### src/design/hwdt_cfg.svh
// Offsets, field positions, reset values and counts of the watchdog.
// Assumes a 32-bit APB slave with word-aligned registers.
`ifndef HWDT_CFG_SVH
`define HWDT_CFG_SVH

// Register indices; the byte address is four times the index
`define HWDT_SVC_IDX      8'ha6
`define HWDT_TSEL_IDX     8'ha7
`define HWDT_CFG_IDX      8'ha8
`define HWDT_STAT_IDX     8'ha9

// Unlock and service pair
`define HWDT_KEY_FIRST    8'h1e
`define HWDT_KEY_SECOND   8'he1

// Counter structure
`define HWDT_PRE_BITS     14
`define HWDT_CNT_BITS     7
`define HWDT_VAL_BITS     21
`define HWDT_PHASES       3'h6

// Reset pulse length in oscillator periods
`define HWDT_RST_PULSE    7'h60

// Field positions and reset values
`define HWDT_TSEL_RST     3'h0
`define HWDT_CFG_CLKSEL   0
`define HWDT_CFG_DBL      1
`define HWDT_STAT_EN      0
`define HWDT_STAT_ARMED   1
`define HWDT_STAT_PULSE   2
`define HWDT_STAT_CNT_LO  8

`endif

### src/design/hwdt_pkg.sv
// Types shared by the watchdog modules.
// Assumes hwdt_cfg.svh has been compiled ahead of it.
`include "hwdt_cfg.svh"

package hwdt_pkg;

    // Progress through the two-byte service pair
    typedef enum logic {
        UNLOCK_IDLE,
        UNLOCK_GOT_FIRST
    } hwdt_unlock_t;

    // Complete state of the tick generator
    typedef struct packed {
        logic       half;    // Toggles at oscillator rate
        logic [2:0] phase;   // Watchdog clocks within one prescaler tick
        logic       tick;    // One-cycle prescaler advance
    } hwdt_tick_t;

    // Complete state of the watchdog core and its bus slave
    typedef struct packed {
        hwdt_unlock_t                 unlock;
        logic                         enabled;
        logic [`HWDT_CNT_BITS-1:0]    cnt;
        logic [`HWDT_PRE_BITS-1:0]    pre;
        logic [2:0]                   tsel;
        logic                         clk_sel;
        logic                         dbl;
        logic                         pulse;
        logic [6:0]                   pulse_cnt;
        logic                         pready;
        logic                         pslverr;
        logic [31:0]                  prdata;
    } hwdt_state_t;

endpackage

### src/design/hwdt_tick.sv
// Tick generator: oscillator to watchdog clock, then one tick per six.
// Assumes the caller gates ticks for power-down and freezes with ce.
`timescale 1ns/100ps
`default_nettype none
`include "hwdt_cfg.svh"

module hwdt_tick (
    input  wire logic clk,
    input  wire logic srst,
    input  wire logic ce,
    input  wire logic run,
    input  wire logic half_rate,
    output var  logic tick
);

    hwdt_pkg::hwdt_tick_t st_ff;   // Registered state
    hwdt_pkg::hwdt_tick_t nxt_st;  // Next state
    logic                 wclk_en; // One watchdog clock period elapses

    // Next-state logic
    always_comb begin
        nxt_st = st_ff;
        // A tick that meets power-down waits for the clocks to resume
        nxt_st.tick = st_ff.tick && !run;
        // Half rate advances only on every other oscillator cycle
        wclk_en = run && (!half_rate || st_ff.half);
        if (run) begin
            nxt_st.half = !st_ff.half;
        end
        if (wclk_en) begin
            // Six watchdog clocks give the factor in front of the formula
            if (st_ff.phase == `HWDT_PHASES - 3'h1) begin
                nxt_st.phase = 3'h0;
                nxt_st.tick = 1'b1;
            end else begin
                nxt_st.phase = st_ff.phase + 3'h1;
            end
        end
    end

    // State register, frozen while ce is low
    always_ff @(posedge clk) begin
        if (srst) begin
            st_ff <= '0;
        end else if (ce) begin
            st_ff <= nxt_st;
        end
    end

    assign tick = st_ff.tick;

    phase_range_a: assert property (@(posedge clk) disable iff (srst)
        st_ff.phase < `HWDT_PHASES)
        else $error("Tick phase out of range");

    half_spacing_a: assert property (@(posedge clk) disable iff (srst)
        (ce && st_ff.tick && half_rate && run) |=> !st_ff.tick)
        else $error("Half rate tick came too soon");

endmodule // hwdt_tick

`default_nettype wire

### src/design/hwdt_top.sv
// Watchdog core with an APB register slave and chip reset pulse output.
// Assumes SYS_CLK is the oscillator and SRST is the chip reset.
`timescale 1ns/100ps
`default_nettype none
`include "hwdt_cfg.svh"

module hwdt_top (
    input  wire logic        SYS_CLK,
    input  wire logic        SRST,
    input  wire logic        CE,
    input  wire logic        POWER_DOWN,
    input  wire logic        PSEL,
    input  wire logic        PENABLE,
    input  wire logic        PWRITE,
    input  wire logic [11:0] PADDR,
    input  wire logic [31:0] PWDATA,
    output var  logic [31:0] PRDATA,
    output var  logic        PREADY,
    output var  logic        PSLVERR,
    output var  logic        CHIP_RST,
    output var  logic        WDT_ENABLED
);

    hwdt_pkg::hwdt_state_t st_ff;   // Registered state
    hwdt_pkg::hwdt_state_t nxt_st;  // Next state
    logic                  tick;    // Prescaler advance from divider
    logic                  run;     // Watchdog clock running
    logic                  commit;  // APB access completes this edge
    logic                  svc_wr;  // Write to the service register
    logic [7:0]            wbyte;   // Low byte of write data
    logic [`HWDT_VAL_BITS-1:0] val;     // Prescaler and counter joined
    logic [`HWDT_VAL_BITS-1:0] nxt_val; // Value after one tick
    logic                  ovf;     // Timeout reached this cycle
    logic                  mapped;  // Address hits a register
    logic [31:0]           rd_word; // Read data for the current address

    // Byte address of a register index
    function automatic logic [11:0] reg_addr(input logic [7:0] idx);
        reg_addr = {2'b00, idx, 2'b00};
    endfunction

    // Terminal value for a timeout select; n = 7 uses all 21 bits
    // Shifting a mask keeps one comparator for all eight selects
    function automatic logic [`HWDT_VAL_BITS-1:0] term(input logic [2:0] n);
        term = ~({`HWDT_VAL_BITS{1'b1}} << (`HWDT_PRE_BITS + int'(n)));
    endfunction

    // Power-down stops all phase clocks; idle does not stop us
    assign run = st_ff.enabled && !POWER_DOWN;

    hwdt_tick u_tick (
        .clk       (SYS_CLK),
        .srst      (SRST),
        .ce        (CE),
        .run       (run),
        .half_rate (st_ff.clk_sel || !st_ff.dbl),
        .tick      (tick)
    );

    // Bus decode and read mux
    always_comb begin
        commit = PSEL && PENABLE && st_ff.pready;
        wbyte = PWDATA[7:0];
        svc_wr = commit && PWRITE && (PADDR == reg_addr(`HWDT_SVC_IDX));
        mapped = 1'b1;
        rd_word = 32'h0;
        case (PADDR)
            reg_addr(`HWDT_SVC_IDX): begin
                // Write-only: reads give zero, not the last byte
                rd_word = 32'h0;
            end
            reg_addr(`HWDT_TSEL_IDX): begin
                // Reserved bits read as zero
                rd_word = {29'h0, st_ff.tsel};
            end
            reg_addr(`HWDT_CFG_IDX): begin
                rd_word[`HWDT_CFG_CLKSEL] = st_ff.clk_sel;
                rd_word[`HWDT_CFG_DBL] = st_ff.dbl;
            end
            reg_addr(`HWDT_STAT_IDX): begin
                rd_word[`HWDT_STAT_EN] = st_ff.enabled;
                rd_word[`HWDT_STAT_ARMED] =
                    (st_ff.unlock == hwdt_pkg::UNLOCK_GOT_FIRST);
                rd_word[`HWDT_STAT_PULSE] = st_ff.pulse;
                rd_word[`HWDT_STAT_CNT_LO +: `HWDT_CNT_BITS] = st_ff.cnt;
            end
            default: begin
                // Unmapped address answers with an error
                mapped = 1'b0;
            end
        endcase
    end

    // Counter arithmetic
    always_comb begin
        val = {st_ff.cnt, st_ff.pre};
        nxt_val = val + `HWDT_VAL_BITS'(1);
        // Counting stops while power-down holds, even on a late tick
        ovf = tick && run && (nxt_val == term(st_ff.tsel));
    end

    // Next-state logic
    // Later statements win, so the service pair overrides a tick's count step, not its timeout pulse
    always_comb begin
        nxt_st = st_ff;

        // APB: one wait state, then the answer for one cycle
        if (PSEL && PENABLE && !st_ff.pready) begin
            nxt_st.pready = 1'b1;
            nxt_st.pslverr = !mapped;
            nxt_st.prdata = PWRITE ? 32'h0 : rd_word;
        end else begin
            nxt_st.pready = 1'b0;
            nxt_st.pslverr = 1'b0;
        end

        // Prescaler and counter advance on each tick
        if (tick && run) begin
            {nxt_st.cnt, nxt_st.pre} = ovf ? '0 : nxt_val;
        end

        // Overflow starts the chip reset pulse
        if (ovf) begin
            nxt_st.pulse = 1'b1;
            nxt_st.pulse_cnt = `HWDT_RST_PULSE - 7'h1;
        end else if (st_ff.pulse) begin
            if (st_ff.pulse_cnt == 7'h0) begin
                nxt_st.pulse = 1'b0;
            end else begin
                nxt_st.pulse_cnt = st_ff.pulse_cnt - 7'h1;
            end
        end

        // Register writes land on the completing edge
        if (commit && PWRITE) begin
            if (PADDR == reg_addr(`HWDT_TSEL_IDX)) begin
                nxt_st.tsel = PWDATA[2:0];
            end
            if (PADDR == reg_addr(`HWDT_CFG_IDX)) begin
                nxt_st.clk_sel = PWDATA[`HWDT_CFG_CLKSEL];
                nxt_st.dbl = PWDATA[`HWDT_CFG_DBL];
            end
        end

        // Service pair detection; no write ever clears enable
        if (svc_wr) begin
            if (st_ff.unlock == hwdt_pkg::UNLOCK_GOT_FIRST &&
                wbyte == `HWDT_KEY_SECOND) begin
                // Service beats a tick's count step in the same cycle, not its timeout pulse
                nxt_st.enabled = 1'b1;
                nxt_st.cnt = '0;
                nxt_st.pre = '0;
                nxt_st.unlock = hwdt_pkg::UNLOCK_IDLE;
            end else if (wbyte == `HWDT_KEY_FIRST) begin
                nxt_st.unlock = hwdt_pkg::UNLOCK_GOT_FIRST;
            end else begin
                // Stray value restarts detection, count untouched
                nxt_st.unlock = hwdt_pkg::UNLOCK_IDLE;
            end
        end
    end

    // State register; chip reset also covers power-down exit by reset
    always_ff @(posedge SYS_CLK) begin
        if (SRST) begin
            st_ff <= '0;
            st_ff.tsel <= `HWDT_TSEL_RST;
            st_ff.unlock <= hwdt_pkg::UNLOCK_IDLE;
        end else if (CE) begin
            st_ff <= nxt_st;
        end
    end

    assign PRDATA = st_ff.prdata;
    assign PREADY = st_ff.pready;
    assign PSLVERR = st_ff.pslverr;
    assign CHIP_RST = st_ff.pulse;
    assign WDT_ENABLED = st_ff.enabled;

    // Length of the current reset pulse, for checking only
    // Kept out of the state struct since no function depends on it
    logic [7:0] pulse_len_ff;
    always_ff @(posedge SYS_CLK) begin
        if (SRST) begin
            pulse_len_ff <= 8'h0;
        end else if (CE) begin
            pulse_len_ff <= st_ff.pulse ? pulse_len_ff + 8'h1 : 8'h0;
        end
    end

    // Checks below read st_ff directly where a port would only copy it.
    // Antecedents that span an edge, apart from those of reset_clears_a, unlock_pair_a,
    // overflow_pulse_a, stray_restart_a and tsel_readback_a, also require SRST low,
    // so a reset released in the same step as the check cannot raise a false alarm.
    reset_clears_a: assert property (@(posedge SYS_CLK)
        SRST |=> (!WDT_ENABLED && st_ff.cnt == '0 && st_ff.pre == '0))
        else $error("Reset did not clear and disable");

    unlock_pair_a: assert property (@(posedge SYS_CLK)
        disable iff (SRST)
        (CE && svc_wr && wbyte == `HWDT_KEY_SECOND &&
         st_ff.unlock == hwdt_pkg::UNLOCK_GOT_FIRST)
        |=> (WDT_ENABLED && st_ff.cnt == '0 && st_ff.pre == '0))
        else $error("Service pair did not clear and enable");

    enable_sticky_a: assert property (@(posedge SYS_CLK)
        disable iff (SRST)
        (WDT_ENABLED && !SRST) |=> WDT_ENABLED)
        else $error("Watchdog left the enabled state");

    pulse_length_a: assert property (@(posedge SYS_CLK)
        disable iff (SRST)
        (CE && CHIP_RST && !ovf && st_ff.pulse_cnt == 7'h0)
        |-> pulse_len_ff == 8'h5f)
        else $error("Reset pulse not 96 periods");

    overflow_pulse_a: assert property (@(posedge SYS_CLK)
        disable iff (SRST)
        (CE && ovf) |=> (CHIP_RST && st_ff.cnt == '0 && st_ff.pre == '0))
        else $error("Timeout did not raise reset and clear");

    pd_freeze_a: assert property (@(posedge SYS_CLK)
        disable iff (SRST)
        (POWER_DOWN && !SRST && !svc_wr)
        |=> ($stable(st_ff.cnt) && $stable(st_ff.pre)))
        else $error("Count moved during power-down");

    stray_restart_a: assert property (@(posedge SYS_CLK)
        disable iff (SRST)
        (CE && svc_wr && wbyte != `HWDT_KEY_FIRST && !(wbyte ==
         `HWDT_KEY_SECOND && st_ff.unlock == hwdt_pkg::UNLOCK_GOT_FIRST))
        |=> (st_ff.unlock == hwdt_pkg::UNLOCK_IDLE && $stable(st_ff.enabled)))
        else $error("Stray service byte did not restart detection");

    tsel_readback_a: assert property (@(posedge SYS_CLK)
        disable iff (SRST)
        (CE && PSEL && PENABLE && !PREADY && !PWRITE &&
         PADDR == reg_addr(`HWDT_TSEL_IDX))
        |=> (PREADY && PRDATA == {29'h0, st_ff.tsel}))
        else $error("Timeout select readback wrong");

    // A tick with no service or timeout moves the joined count by one
    count_step_a: assert property (@(posedge SYS_CLK)
        disable iff (SRST)
        (CE && !SRST && tick && run && !ovf && !svc_wr)
        |=> ({st_ff.cnt, st_ff.pre} == $past(nxt_val)))
        else $error("Count did not advance by one tick");

    // A disabled watchdog neither counts nor pulses the chip reset
    disabled_idle_a: assert property (@(posedge SYS_CLK)
        disable iff (SRST)
        !WDT_ENABLED |-> (st_ff.cnt == '0 && st_ff.pre == '0 && !CHIP_RST))
        else $error("Disabled watchdog counted or pulsed");

    // First key always arms, even when the pair is already armed
    first_key_arms_a: assert property (@(posedge SYS_CLK)
        disable iff (SRST)
        (CE && !SRST && svc_wr && wbyte == `HWDT_KEY_FIRST)
        |=> (st_ff.unlock == hwdt_pkg::UNLOCK_GOT_FIRST))
        else $error("First key did not arm the pair");

    // Service register reads give zero and keep no trace of writes
    service_reads_a: assert property (@(posedge SYS_CLK)
        disable iff (SRST)
        (CE && !SRST && PSEL && PENABLE && !PREADY && !PWRITE &&
         PADDR == reg_addr(`HWDT_SVC_IDX))
        |=> (PREADY && PRDATA == 32'h0))
        else $error("Service register read back data");

    // Only the three select bits of a timeout select write are kept
    tsel_write_a: assert property (@(posedge SYS_CLK)
        disable iff (SRST)
        (CE && !SRST && commit && PWRITE &&
         PADDR == reg_addr(`HWDT_TSEL_IDX))
        |=> (st_ff.tsel == 3'($past(PWDATA))))
        else $error("Timeout select write did not land");

    // Clock select and double speed land together from one write
    config_write_a: assert property (@(posedge SYS_CLK)
        disable iff (SRST)
        (CE && !SRST && commit && PWRITE &&
         PADDR == reg_addr(`HWDT_CFG_IDX))
        |=> ({st_ff.dbl, st_ff.clk_sel} == 2'($past(PWDATA))))
        else $error("Clock configuration write did not land");

    // Ready stands for one cycle only, however long the master waits
    ready_pulse_a: assert property (@(posedge SYS_CLK)
        disable iff (SRST)
        (CE && !SRST && PREADY) |=> !PREADY)
        else $error("Ready stood longer than one cycle");

    // An error is only ever reported together with ready
    error_ready_a: assert property (@(posedge SYS_CLK)
        disable iff (SRST)
        PSLVERR |-> PREADY)
        else $error("Error raised without ready");

endmodule // hwdt_top

`default_nettype wire

### config.mk
export PLATFORM = sky130hd
export DESIGN_NAME = hwdt_top
export DESIGN_NICKNAME = d
export VERILOG_FILES = /design/src/design/hwdt_pkg.sv /design/src/design/hwdt_tick.sv /design/src/design/hwdt_top.sv
export VERILOG_INCLUDE_DIRS = /design/src /design/src/design
export SDC_FILE = /design/constraint.sdc
export NUM_CORES = 1
export LEC_CHECK = 0
export BUFFER_PORTS_ARGS = -buffer_cell sky130_fd_sc_hd__clkbuf_2
export CORE_MARGIN = 5
export CORE_UTILIZATION = 35
export DETAILED_ROUTE_END_ITERATION = 7
export PLACE_DENSITY = 0.65
export SLEW_MARGIN = 0
export SYNTH_ARGS = -nofsm -noshare
export SYNTH_HDL_FRONTEND = slang
export SYNTH_SLANG_ARGS = --single-unit
### constraint.sdc
create_clock -name SYS_CLK -period 3.7 [get_ports SYS_CLK]
set_input_delay 0.185 -clock SYS_CLK [delete_from_list [all_inputs] [get_ports SYS_CLK]]
set_output_delay 0.185 -clock SYS_CLK [all_outputs]
set_load 0.005 [all_outputs]
==> flow_summary.toml, run 1 <==
[status]
status = "complete, no violations"

[floorplan]
dieWidth_um = 110.2
dieArea_um2 = 12150
die_h_um = 110.2
placementRows = 36
initial_core_util_pct = 35.97
io_pins = 87
placeableCoreArea_um2 = 9774

[pwr]
switching_share_pct = 26.08
switchingPower_mw = 0.2556
power_leakage_nw = 1.447
p_per_area_nw_per_um2 = 252.3
p_seq_share_pct = 58.3
p_comb_share_pct = 5.4
vdd_drop_max_mv = 0.1235
p_int_mw = 0.7244
pwr-share-clk_pct = 36.3

[worst_setup_path]
cpMaxStageDelayCell = "or4b_1"
crit_type = "reg2reg"
worstPathRequired_ns = 3.95
reg2reg_depth = 10
r2r_start = "st_ff[58]$_SDFFE_PP0P_"
worst_path_dominant_cell_family = "simple AND/OR/NAND/NOR gates"
end_kind = "register"
cp_max_fo = 16
r2r-end = "st_ff[34]$_SDFFE_PP0P_"
reg2reg_slack_ns = 0.21
slowest_delay_ns = 0.53
path_buf_inv = 1
start_kind = "register"
arrival_ns = 3.74
cp_cell_sequence = "nand4_1 > nor3_2 > nand2_1 > xor2_1 > a2111o_1 > a311o_1 > or4b_1 > buf_4 > a21o_1 > o31ai_2"

[detailed_routing]
drtAntennaViolNets = 0
drt-vias-per-instance = 5.418
totalWireLength_um = 8978
wl_per_cell_um = 14.55
vias = 3343
drc = 0
drtIter0Drc = 223
first_pass_iters = 5

[global_routing]
grt_max_degree = 43
grt_util_met2_pct = 25.39
antenna_found_initial = 0
overflow = 0
gr-usage-met3_pct = 2.854
grt_use_total_pct = 15.57
gr-usage-met1_pct = 20.96
grt_pass1_wl_um = 15270
grt_pass1_vias = 3270
grt_busiest_layer = "met2"

[yosys]
synth_edf_count = 0
yosys_warnings = 0
syn_inst = 448
ys_async_sr_fraction_pct = 0
seq_area_frac_synth_pct = 30.18
syn_area_um2 = 3516
synth-seq-cells = 53
synth_cell_types = 62
synth.avg_cell_area_um2 = 7.848
yosys_most_used_dff = "dfxtp_1"

[clock_tree]
cts_setup_buffers = 0
cts.sinks = 53
root_buffer = "clkbuf_8"
cts_buffer_depth = 2
htree_num_levels = 2
clk_latency_ns = 0.33
cts_tree = "built"
cts.clk_slew.worst_paths_ns = 0.10
cts_buffers = 5

[layout]
final_cell_mix = "dfxtp_1 (52), nor2_1 (50), nand2_1 (42)"
layoutNonFillerInstCount = 617
fillers = 1020
area_delta_synth_final_pct = 10.46
finalNetCount = 541
final_common_cell = "dfxtp_1"
final_core_utilization_pct = 39.73
n_antenna_cell = 0
drive_above_1_share_pct = 16.53

[placed_design]
io_buffers = 40
dpl.hpwl_um = 6869
placed_cells = 609
gp_congestion = 0.9063

[hold_path]
holdPathStages = 3
hold_class = "in2reg"
whs_endpoint = "st_ff[46]$_SDFFE_PP0P_"
hp-start = "PWDATA[2]"

[job]
maxCapViolations = 0

[sta]
worst_hold_slack_ns = 0.1441
rsz0062_at_grt = "false"
relSlewSlack_pct = 43.60
max_freq_mhz = 286.1
slew_viol_final = 0
final-setup-viol-count = 0
finalCritPeriodShare_pct = 94.45
setup_tns_ns = 0
hold_violations = 0
worst_pin_slew_ns = 0.8403
period_needed_ns = 3.495
fin_skew_ns = 0.009485
==> cell families after synthesis <==
kind of cell / share of synthesized area, %
AND/OR/NAND/NOR: 30.85
AO/OA/AOI/OAI: 16.37
buffers and inverters: 10.75
flip-flops: 30.18
XOR/XNOR: 6.121
multiplexers: 3.132
adder cells (fa/ha/maj): 2.491
other: 0.1067
==> power by group through the flow <==
stage / Clock [mW] / Sequential, mW / Combinational [mW]
after global placement: 0 / 0.585 / 0.0505
after detailed placement: 0 / 0.585 / 0.0517
after CTS: 0.363 / 0.572 / 0.0517
final: 0.356 / 0.572 / 0.0525
after floorplan: 0 / 0.585 / 0.0429
after global routing: 0.382 / 0.572 / 0.0598
==> state kept, by name, summed over array words and instances (netlist names) <==
signal,cells
CHIP_RST,1
PSLVERR,1
u_tick.st_ff,4
WDT_ENABLED,1
u_tick.tick,1
st_ff,34
PREADY,1
PRDATA,10
==> through the flow <==
step | total power [mW] | cell area (um2) | setup WS [ns]
floorplan | 0.6275 | 3595 | 0.4378
global placement | 0.6352 | 3775 | 0.2182
detailed placement | 0.6364 | 3775 | 0.1461
CTS | 0.9862 | 3869 | 0.08842
global route | 1.014 | 3884 | 0.01438
finish | 0.9800 | 3884 | 0.2053
==> worst reg2reg max path, cell delays in order, from the launching register on <==
cell and delay [ns]:
dfxtp_1 0.47, nand4_1 0.30, nor3_2 0.44, nand2_1 0.17, xor2_1 0.19, a2111o_1 0.40, a311o_1 0.30, or4b_1 0.53
buf_4 0.23, a21o_1 0.21, o31ai_2 0.18
==> routing by layer <==
| layer | routed length, um | part of all wire, % |
|---|---|---|
| met3 | 593 | 6.6 |
| met1 | 4075 | 45 |
| met4 | 106 | 1.2 |
| met5 | 0 | 0 |
| met2 | 4202 | 47 |
==> final cells by class <==
class	instances	area, um2	area share [%]
clock buffers	5	68.82	1.772
clock inverters	3	25.02	0.6443
inverters	13	48.80	1.256
repair buffers	59	342.8	8.827
well taps	133	166.4	4.285
multi-input cells	351	2170	55.86
flip-flops and latches	53	1062	27.35
==> worst max-delay path by stage <==
stage	slack [ns]	start	depth (start not counted)	to
after floorplan	0.44	st_ff[47]$_SDFFE_PP0P_	12	st_ff[52]$_SDFFE_PP0P_
final	0.21	st_ff[58]$_SDFFE_PP0P_	10	st_ff[34]$_SDFFE_PP0P_
after detailed placement	0.15	st_ff[48]$_SDFFE_PP0P_	12	st_ff[34]$_SDFFE_PP0P_
after global placement	0.22	st_ff[48]$_SDFFE_PP0P_	12	st_ff[34]$_SDFFE_PP0P_
after CTS	0.09	st_ff[48]$_SDFFE_PP0P_	12	st_ff[34]$_SDFFE_PP0P_
after global routing	0.01	st_ff[58]$_SDFFE_PP0P_	10	st_ff[34]$_SDFFE_PP0P_
==> synth_stat cells, drive strengths merged (4+ instances only) <==
library cell / count / area (um2)
a21oi: 21 / 105.1
a22o: 4 / 35.03
a22oi: 15 / 112.6
and3: 5 / 31.28
buf: 38 / 275.3
clkbuf: 14 / 53.80
dfxtp: 53 / 1061
ha: 7 / 87.58
inv: 13 / 48.80
mux2i: 11 / 110.1
nand2: 42 / 157.7
nand2b: 5 / 31.28
nand3: 21 / 105.1
nand4: 19 / 133.9
nor2: 51 / 191.4
nor2b: 10 / 62.56
nor3: 17 / 90.09
nor4: 9 / 71.32
o21ai: 13 / 65.06
o31ai: 5 / 42.54
or2: 4 / 25.03
or4: 4 / 30.03
xnor2: 14 / 122.6
xor2: 8 / 70.07
==> repair_timing <==
item | in CTS | in global routing
setup endpoints to repair | 0 | 26
hold buffers | 0 | 0
gates resized for setup | 0 | 5
No activity file was read; power rests on OpenSTA's default activity.
==> run 2, diff against run 1 <==
--- a/config.mk
+++ b/config.mk
@@ -7,10 +7,10 @@
 export NUM_CORES = 1
 export LEC_CHECK = 0
 export BUFFER_PORTS_ARGS = -buffer_cell sky130_fd_sc_hd__clkbuf_2
-export CORE_MARGIN = 5
 export CORE_UTILIZATION = 35
 export DETAILED_ROUTE_END_ITERATION = 7
 export PLACE_DENSITY = 0.65
+export SETUP_SLACK_MARGIN = 0.05
 export SLEW_MARGIN = 0
 export SYNTH_ARGS = -nofsm -noshare
 export SYNTH_HDL_FRONTEND = slang
==> flow_summary.toml, run 2 (synthesis gave the netlist of run 1 again) <==
[status]
status = "complete, no violations"

[worst_setup_path]
cp_max_fo = 8
arrival_ns = 3.74
start_kind = "register"
end_kind = "register"
worstPathRequired_ns = 3.96
crit_type = "reg2reg"

[hold_path]
hold_class = "in2reg"

[global_routing]
overflow = 0
grt_pass1_wl_um = 13860
grt_use_total_pct = 16.73
grt_max_degree = 49
antenna_found_initial = 0
grt_pass1_vias = 2887

[detailed_routing]
drc = 0
first_pass_iters = 5
highest_layer = "met4"
drtIter0Drc = 191
met3_length_um = 461
dr_wl_met2_um = 4035
routedLengthMet1_um = 3972
drt-vias-per-instance = 5.357
wl_per_cell_um = 13.87
vias = 3316
totalWireLength_um = 8585
drtAntennaViolNets = 0

[floorplan]
placementRows = 36
dieArea_um2 = 10450
placeableCoreArea_um2 = 9774
io_pins = 87
die_h_um = 102.2
dieWidth_um = 102.2
initial_core_util_pct = 35.97

[sta]
setup_tns_ns = 0
fin_ws_ns = 0.2196
rsz0062_at_grt = "false"
period_needed_ns = 3.480
fin_skew_ns = 0.005729
finalCritPeriodShare_pct = 94.06
worst_pin_slew_ns = 0.7282
max_freq_mhz = 287.3
hold_violations = 0
relSlewSlack_pct = 51.13
slew_viol_final = 0
final-setup-viol-count = 0

[placed_design]
dpl_cell_area_um2 = 3802
dpl.hpwl_um = 6524
io_buffers = 40
gp_congestion = 0.9157
place_ws_ns = 0.1196

[clock_tree]
cts.clk_slew.worst_paths_ns = 0.10
root_buffer = "clkbuf_8"
cts_buffers = 5
cts_buffer_depth = 2
clk_latency_ns = 0.32
cts_tree = "built"
htree_num_levels = 2
cts.sinks = 53

[layout]
finalNetCount = 544
final_cell_area_um2 = 3909
fillers = 1003
final_common_cell = "dfxtp_1"
n_antenna_cell = 0
area_delta_synth_final_pct = 11.17
final_cell_mix = "dfxtp_1 (53), nor2_1 (51), nand2_1 (42)"
largest_reg_flops = 34
largest-register = "st_ff"
drive_above_1_share_pct = 16.26

[pwr]
vdd_drop_max_mv = 0.1316
p_per_area_nw_per_um2 = 250.2
power_mw = 0.9778
p_int_mw = 0.7357
switching_share_pct = 24.76
p_comb_share_pct = 5.3
p_seq_share_pct = 58.4
pwr-share-clk_pct = 36.3
switchingPower_mw = 0.2421
power_leakage_nw = 1.475

[job]
maxCapViolations = 0
run 2: area by class of cell:
| cell class | count | area (um2) | share of cell area (%) |
|---|---|---|---|
| clock buffers | 6 | 82.58 | 2.113 |
| clock inverters | 1 | 7.507 | 0.1921 |
| inverters | 13 | 48.80 | 1.248 |
| multi-input cells | 351 | 2165 | 55.38 |
| flip-flops and latches | 53 | 1061 | 27.14 |
| well taps | 133 | 166.4 | 4.257 |
| repair buffers | 62 | 377.9 | 9.667 |
run 2: timing repair:
item                                    CTS  global route
endpoints found under the setup margin    0            20
gates resized for setup                   0             2
buffers inserted                          0             1
hold buffers                              0             0
endpoints found under the hold margin     0             0
run 2: worst paths after layout:
| path | startpoint | slack, ns | endpoint | cells past startpoint |
|---|---|---|---|---|
| setup reg to reg | st_ff[52]$_SDFFE_PP0P_ | 0.22 | st_ff[38]$_SDFFE_PP0P_ | 11 |
| hold / removal | PWDATA[2] | 0.15 | st_ff[46]$_SDFFE_PP0P_ | 3 |
| setup / recovery | st_ff[52]$_SDFFE_PP0P_ | 0.22 | st_ff[38]$_SDFFE_PP0P_ | 11 |
| hold reg to reg | u_tick.st_ff[2]$_SDFFE_PP0P_ | 0.50 | u_tick.st_ff[3]$_SDFFE_PP0P_ | 2 |
run 2: per-layer routing:
metal	global-route usage (%)	up-vias
li1	-	1647
met1	22.85	1556
met2	27.10	100
met3	3.215	13
met4	4.066	0
met5	0	-
run 2: critical path, cell delays in order (launching register included):
cell	delay, ns
dfxtp_1	0.48
nand4_4	0.22
nor3_1	0.33
xnor2_1	0.13
a2111oi_1	0.45
buf_4	0.19
nand4_1	0.10
a311o_1	0.37
or4b_1	0.54
buf_4	0.20
or2_1	0.24
a31oi_1	0.16
run 2: power by group through the flow:
stage	sequential [mW]	clock (mW)	combinational, mW
after floorplan	0.585	0	0.0429
after CTS	0.572	0.360	0.0517
after global placement	0.585	0	0.0502
final	0.571	0.355	0.0518
after detailed placement	0.585	0	0.0517
after global routing	0.572	0.383	0.0589
run 2: stage by stage:
step           instances  hold WS (ns)  util, %
2_1_floorplan        469        0.3289        -
3_3_place_gp         611        0.4627    38.90
3_5_place_dp         611        0.4758    38.90
4_1_cts              618        0.1436    39.82
5_1_grt              619        0.1652    39.99
6_report             619        0.1462    39.99
==> run 3, diff against run 2 <==
==> constraint.sdc (replaced) <==
create_clock -name SYS_CLK -period 3.7 [get_ports SYS_CLK]
set_input_delay 0.37 -clock SYS_CLK [delete_from_list [all_inputs] [get_ports SYS_CLK]]
set_output_delay 0.37 -clock SYS_CLK [all_outputs]
set_load 0.005 [all_outputs]
==> flow_summary.toml, run 3 (synthesis gave the netlist of run 1 again) <==
[detailed_routing]
vias = 3365
drt-vias-per-instance = 5.445
drtAntennaViolNets = 0
wl_per_cell_um = 14.33
drc = 0
first_pass_iters = 5
totalWireLength_um = 8853
drtIter0Drc = 169

[sta]
period_needed_ns = 3.417
final-setup-viol-count = 0
rsz0062_at_grt = "false"
finalCritPeriodShare_pct = 92.36
setup_tns_ns = 0
fin_skew_ns = 0.008550
hold_violations = 0
max_freq_mhz = 292.6
slew_viol_final = 0
relSlewSlack_pct = 49.11
worst_pin_slew_ns = 0.7583
worst_hold_slack_ns = 0.3421

[clock_tree]
cts_buffers = 5
htree_num_levels = 2
cts_buffer_depth = 2
cts.sinks = 53
cts.clk_slew.worst_paths_ns = 0.10
cts_tree = "built"
clk_latency_ns = 0.32
root_buffer = "clkbuf_8"

[worst_setup_path]
worst_path_dominant_cell_family = "simple AND/OR/NAND/NOR gates"
worst-path-stages = 10
crit_start = "st_ff[55]$_SDFFE_PP0P_"
endpoint = "st_ff[38]$_SDFFE_PP0P_"
crit_type = "reg2reg"
reg2reg_depth = 10
end_kind = "register"
reg2reg_slack_ns = 0.28
worstPathRequired_ns = 3.95
r2r-end = "st_ff[38]$_SDFFE_PP0P_"
path_buf_inv = 1
r2r_start = "st_ff[55]$_SDFFE_PP0P_"
slowest_delay_ns = 0.50
cp_cell_sequence = "nand4_1 > nor3_2 > nand2_1 > xor2_1 > a2111o_1 > a311o_1 > or4b_1 > buf_4 > or2_1 > a31oi_1"
cp_max_fo = 9
start_kind = "register"
cpMaxStageDelayCell = "or4b_1"
arrival_ns = 3.67

[placed_design]
gp_congestion = 0.8899
dpl.hpwl_um = 6742
io_buffers = 40
dpl_cell_area_um2 = 3782
placed_cells = 610

[global_routing]
overflow = 0
grt_pass1_wl_um = 14390
grt_use_total_pct = 17.62
antenna_found_initial = 0
grt_max_degree = 31
grt_pass1_vias = 3036

[status]
status = "complete, no violations"

[floorplan]
initial_core_util_pct = 35.97
placementRows = 36
placeableCoreArea_um2 = 9774
dieArea_um2 = 10450
die_h_um = 102.2
io_pins = 87
dieWidth_um = 102.2

[layout]
area_delta_synth_final_pct = 11.17
final_cell_area_um2 = 3909
fillers = 1031
largest_reg_flops = 34
finalNetCount = 543
layoutNonFillerInstCount = 618
multi_input_area_um2 = 2170
ff_latch_area_um2 = 1062
largest-register = "st_ff"
final_cell_mix = "dfxtp_1 (52), nor2_1 (51), nand2_1 (42)"
final_common_cell = "dfxtp_1"
n_antenna_cell = 0
drive_above_1_share_pct = 16.49

[job]
maxCapViolations = 0

[pwr]
vdd_drop_max_mv = 0.1234
power_leakage_nw = 1.476
p_per_area_nw_per_um2 = 262.3
power_mw = 1.025

[hold_path]
hold_class = "in2reg"
-- run 3: cell count changes in the layout (fill, tap and decap cells not counted), sizes merged --
cell / previous run / this run
buf: 22 / 21
bufinv: 0 / 1
clkinvlp: 1 / 0
clkinv: 0 / 1
clkbuf: 46 / 45
-- run 3: worst min path at each step --
stage	from	endpoint	slack, ns	cells past startpoint
4_1_cts	PWDATA[2]	st_ff[46]$_SDFFE_PP0P_	0.34	3
6_report	PWDATA[2]	st_ff[46]$_SDFFE_PP0P_	0.34	3
3_5_place_dp	u_tick.tick$_SDFFE_PP0P_	u_tick.tick$_SDFFE_PP0P_	0.48	2
5_1_grt	PWDATA[2]	st_ff[46]$_SDFFE_PP0P_	0.36	3
3_3_place_gp	u_tick.tick$_SDFFE_PP0P_	u_tick.tick$_SDFFE_PP0P_	0.46	2
2_1_floorplan	u_tick.tick$_SDFFE_PP0P_	u_tick.tick$_SDFFE_PP0P_	0.45	2
-- run 3: metal layers --
metal  vias up  routed length, um  part of all wire (%)  GRT usage, %
met4         0                 98                   1.1         4.835
met3        10                460                   5.2         3.352
met1      1601               4058                    46         22.40
met2       106               4236                    48         30.36
li1       1648                  -                     -             -
met5         -                  0                     0             0
-- run 3: worst register-to-register path: stages (launching register included) --
cell	delay, ns
dfxtp_1	0.46
nand4_1	0.32
nor3_2	0.42
nand2_1	0.16
xor2_1	0.19
a2111o_1	0.39
a311o_1	0.29
or4b_1	0.50
buf_4	0.20
or2_1	0.26
a31oi_1	0.16
-- run 3: power by group --
part           internal, mW  switching (mW)  total, mW  leakage (nW)
sequential            0.571        0.000647      0.571         0.427
clock                 0.197           0.204      0.401        0.0540
combinational        0.0162          0.0366     0.0528         0.995
total                 0.784           0.241       1.03          1.48
-- run 3: layout make-up --
type	count	area share (%)
Clock inverter	2	0.8963
Inverter	13	1.248
Timing Repair Buffer	61	9.155
Clock buffer	5	1.761
Tap cell	133	4.257
Multi-Input combinational cell	351	55.51
Sequential cell	53	27.18
-- run 3: what timing repair did --
| item | 4_1_cts | 5_1_grt |
|---|---|---|
| hold buffers | 0 | 0 |
| resized for setup | 0 | 4 |
| buffers inserted | 0 | 1 |
| endpoints found under the setup margin | 0 | 17 |
| hold endpoints to repair | 0 | 0 |
-- run 3: through the flow --
step | utilization (%) | setup slack [ns]
after CTS | 39.76 | 0.1669
after floorplan | - | 0.4378
after detailed placement | 38.70 | 0.1942
after global routing | 39.99 | 0.07974
final | 39.99 | 0.2825
after global placement | 38.70 | 0.1569
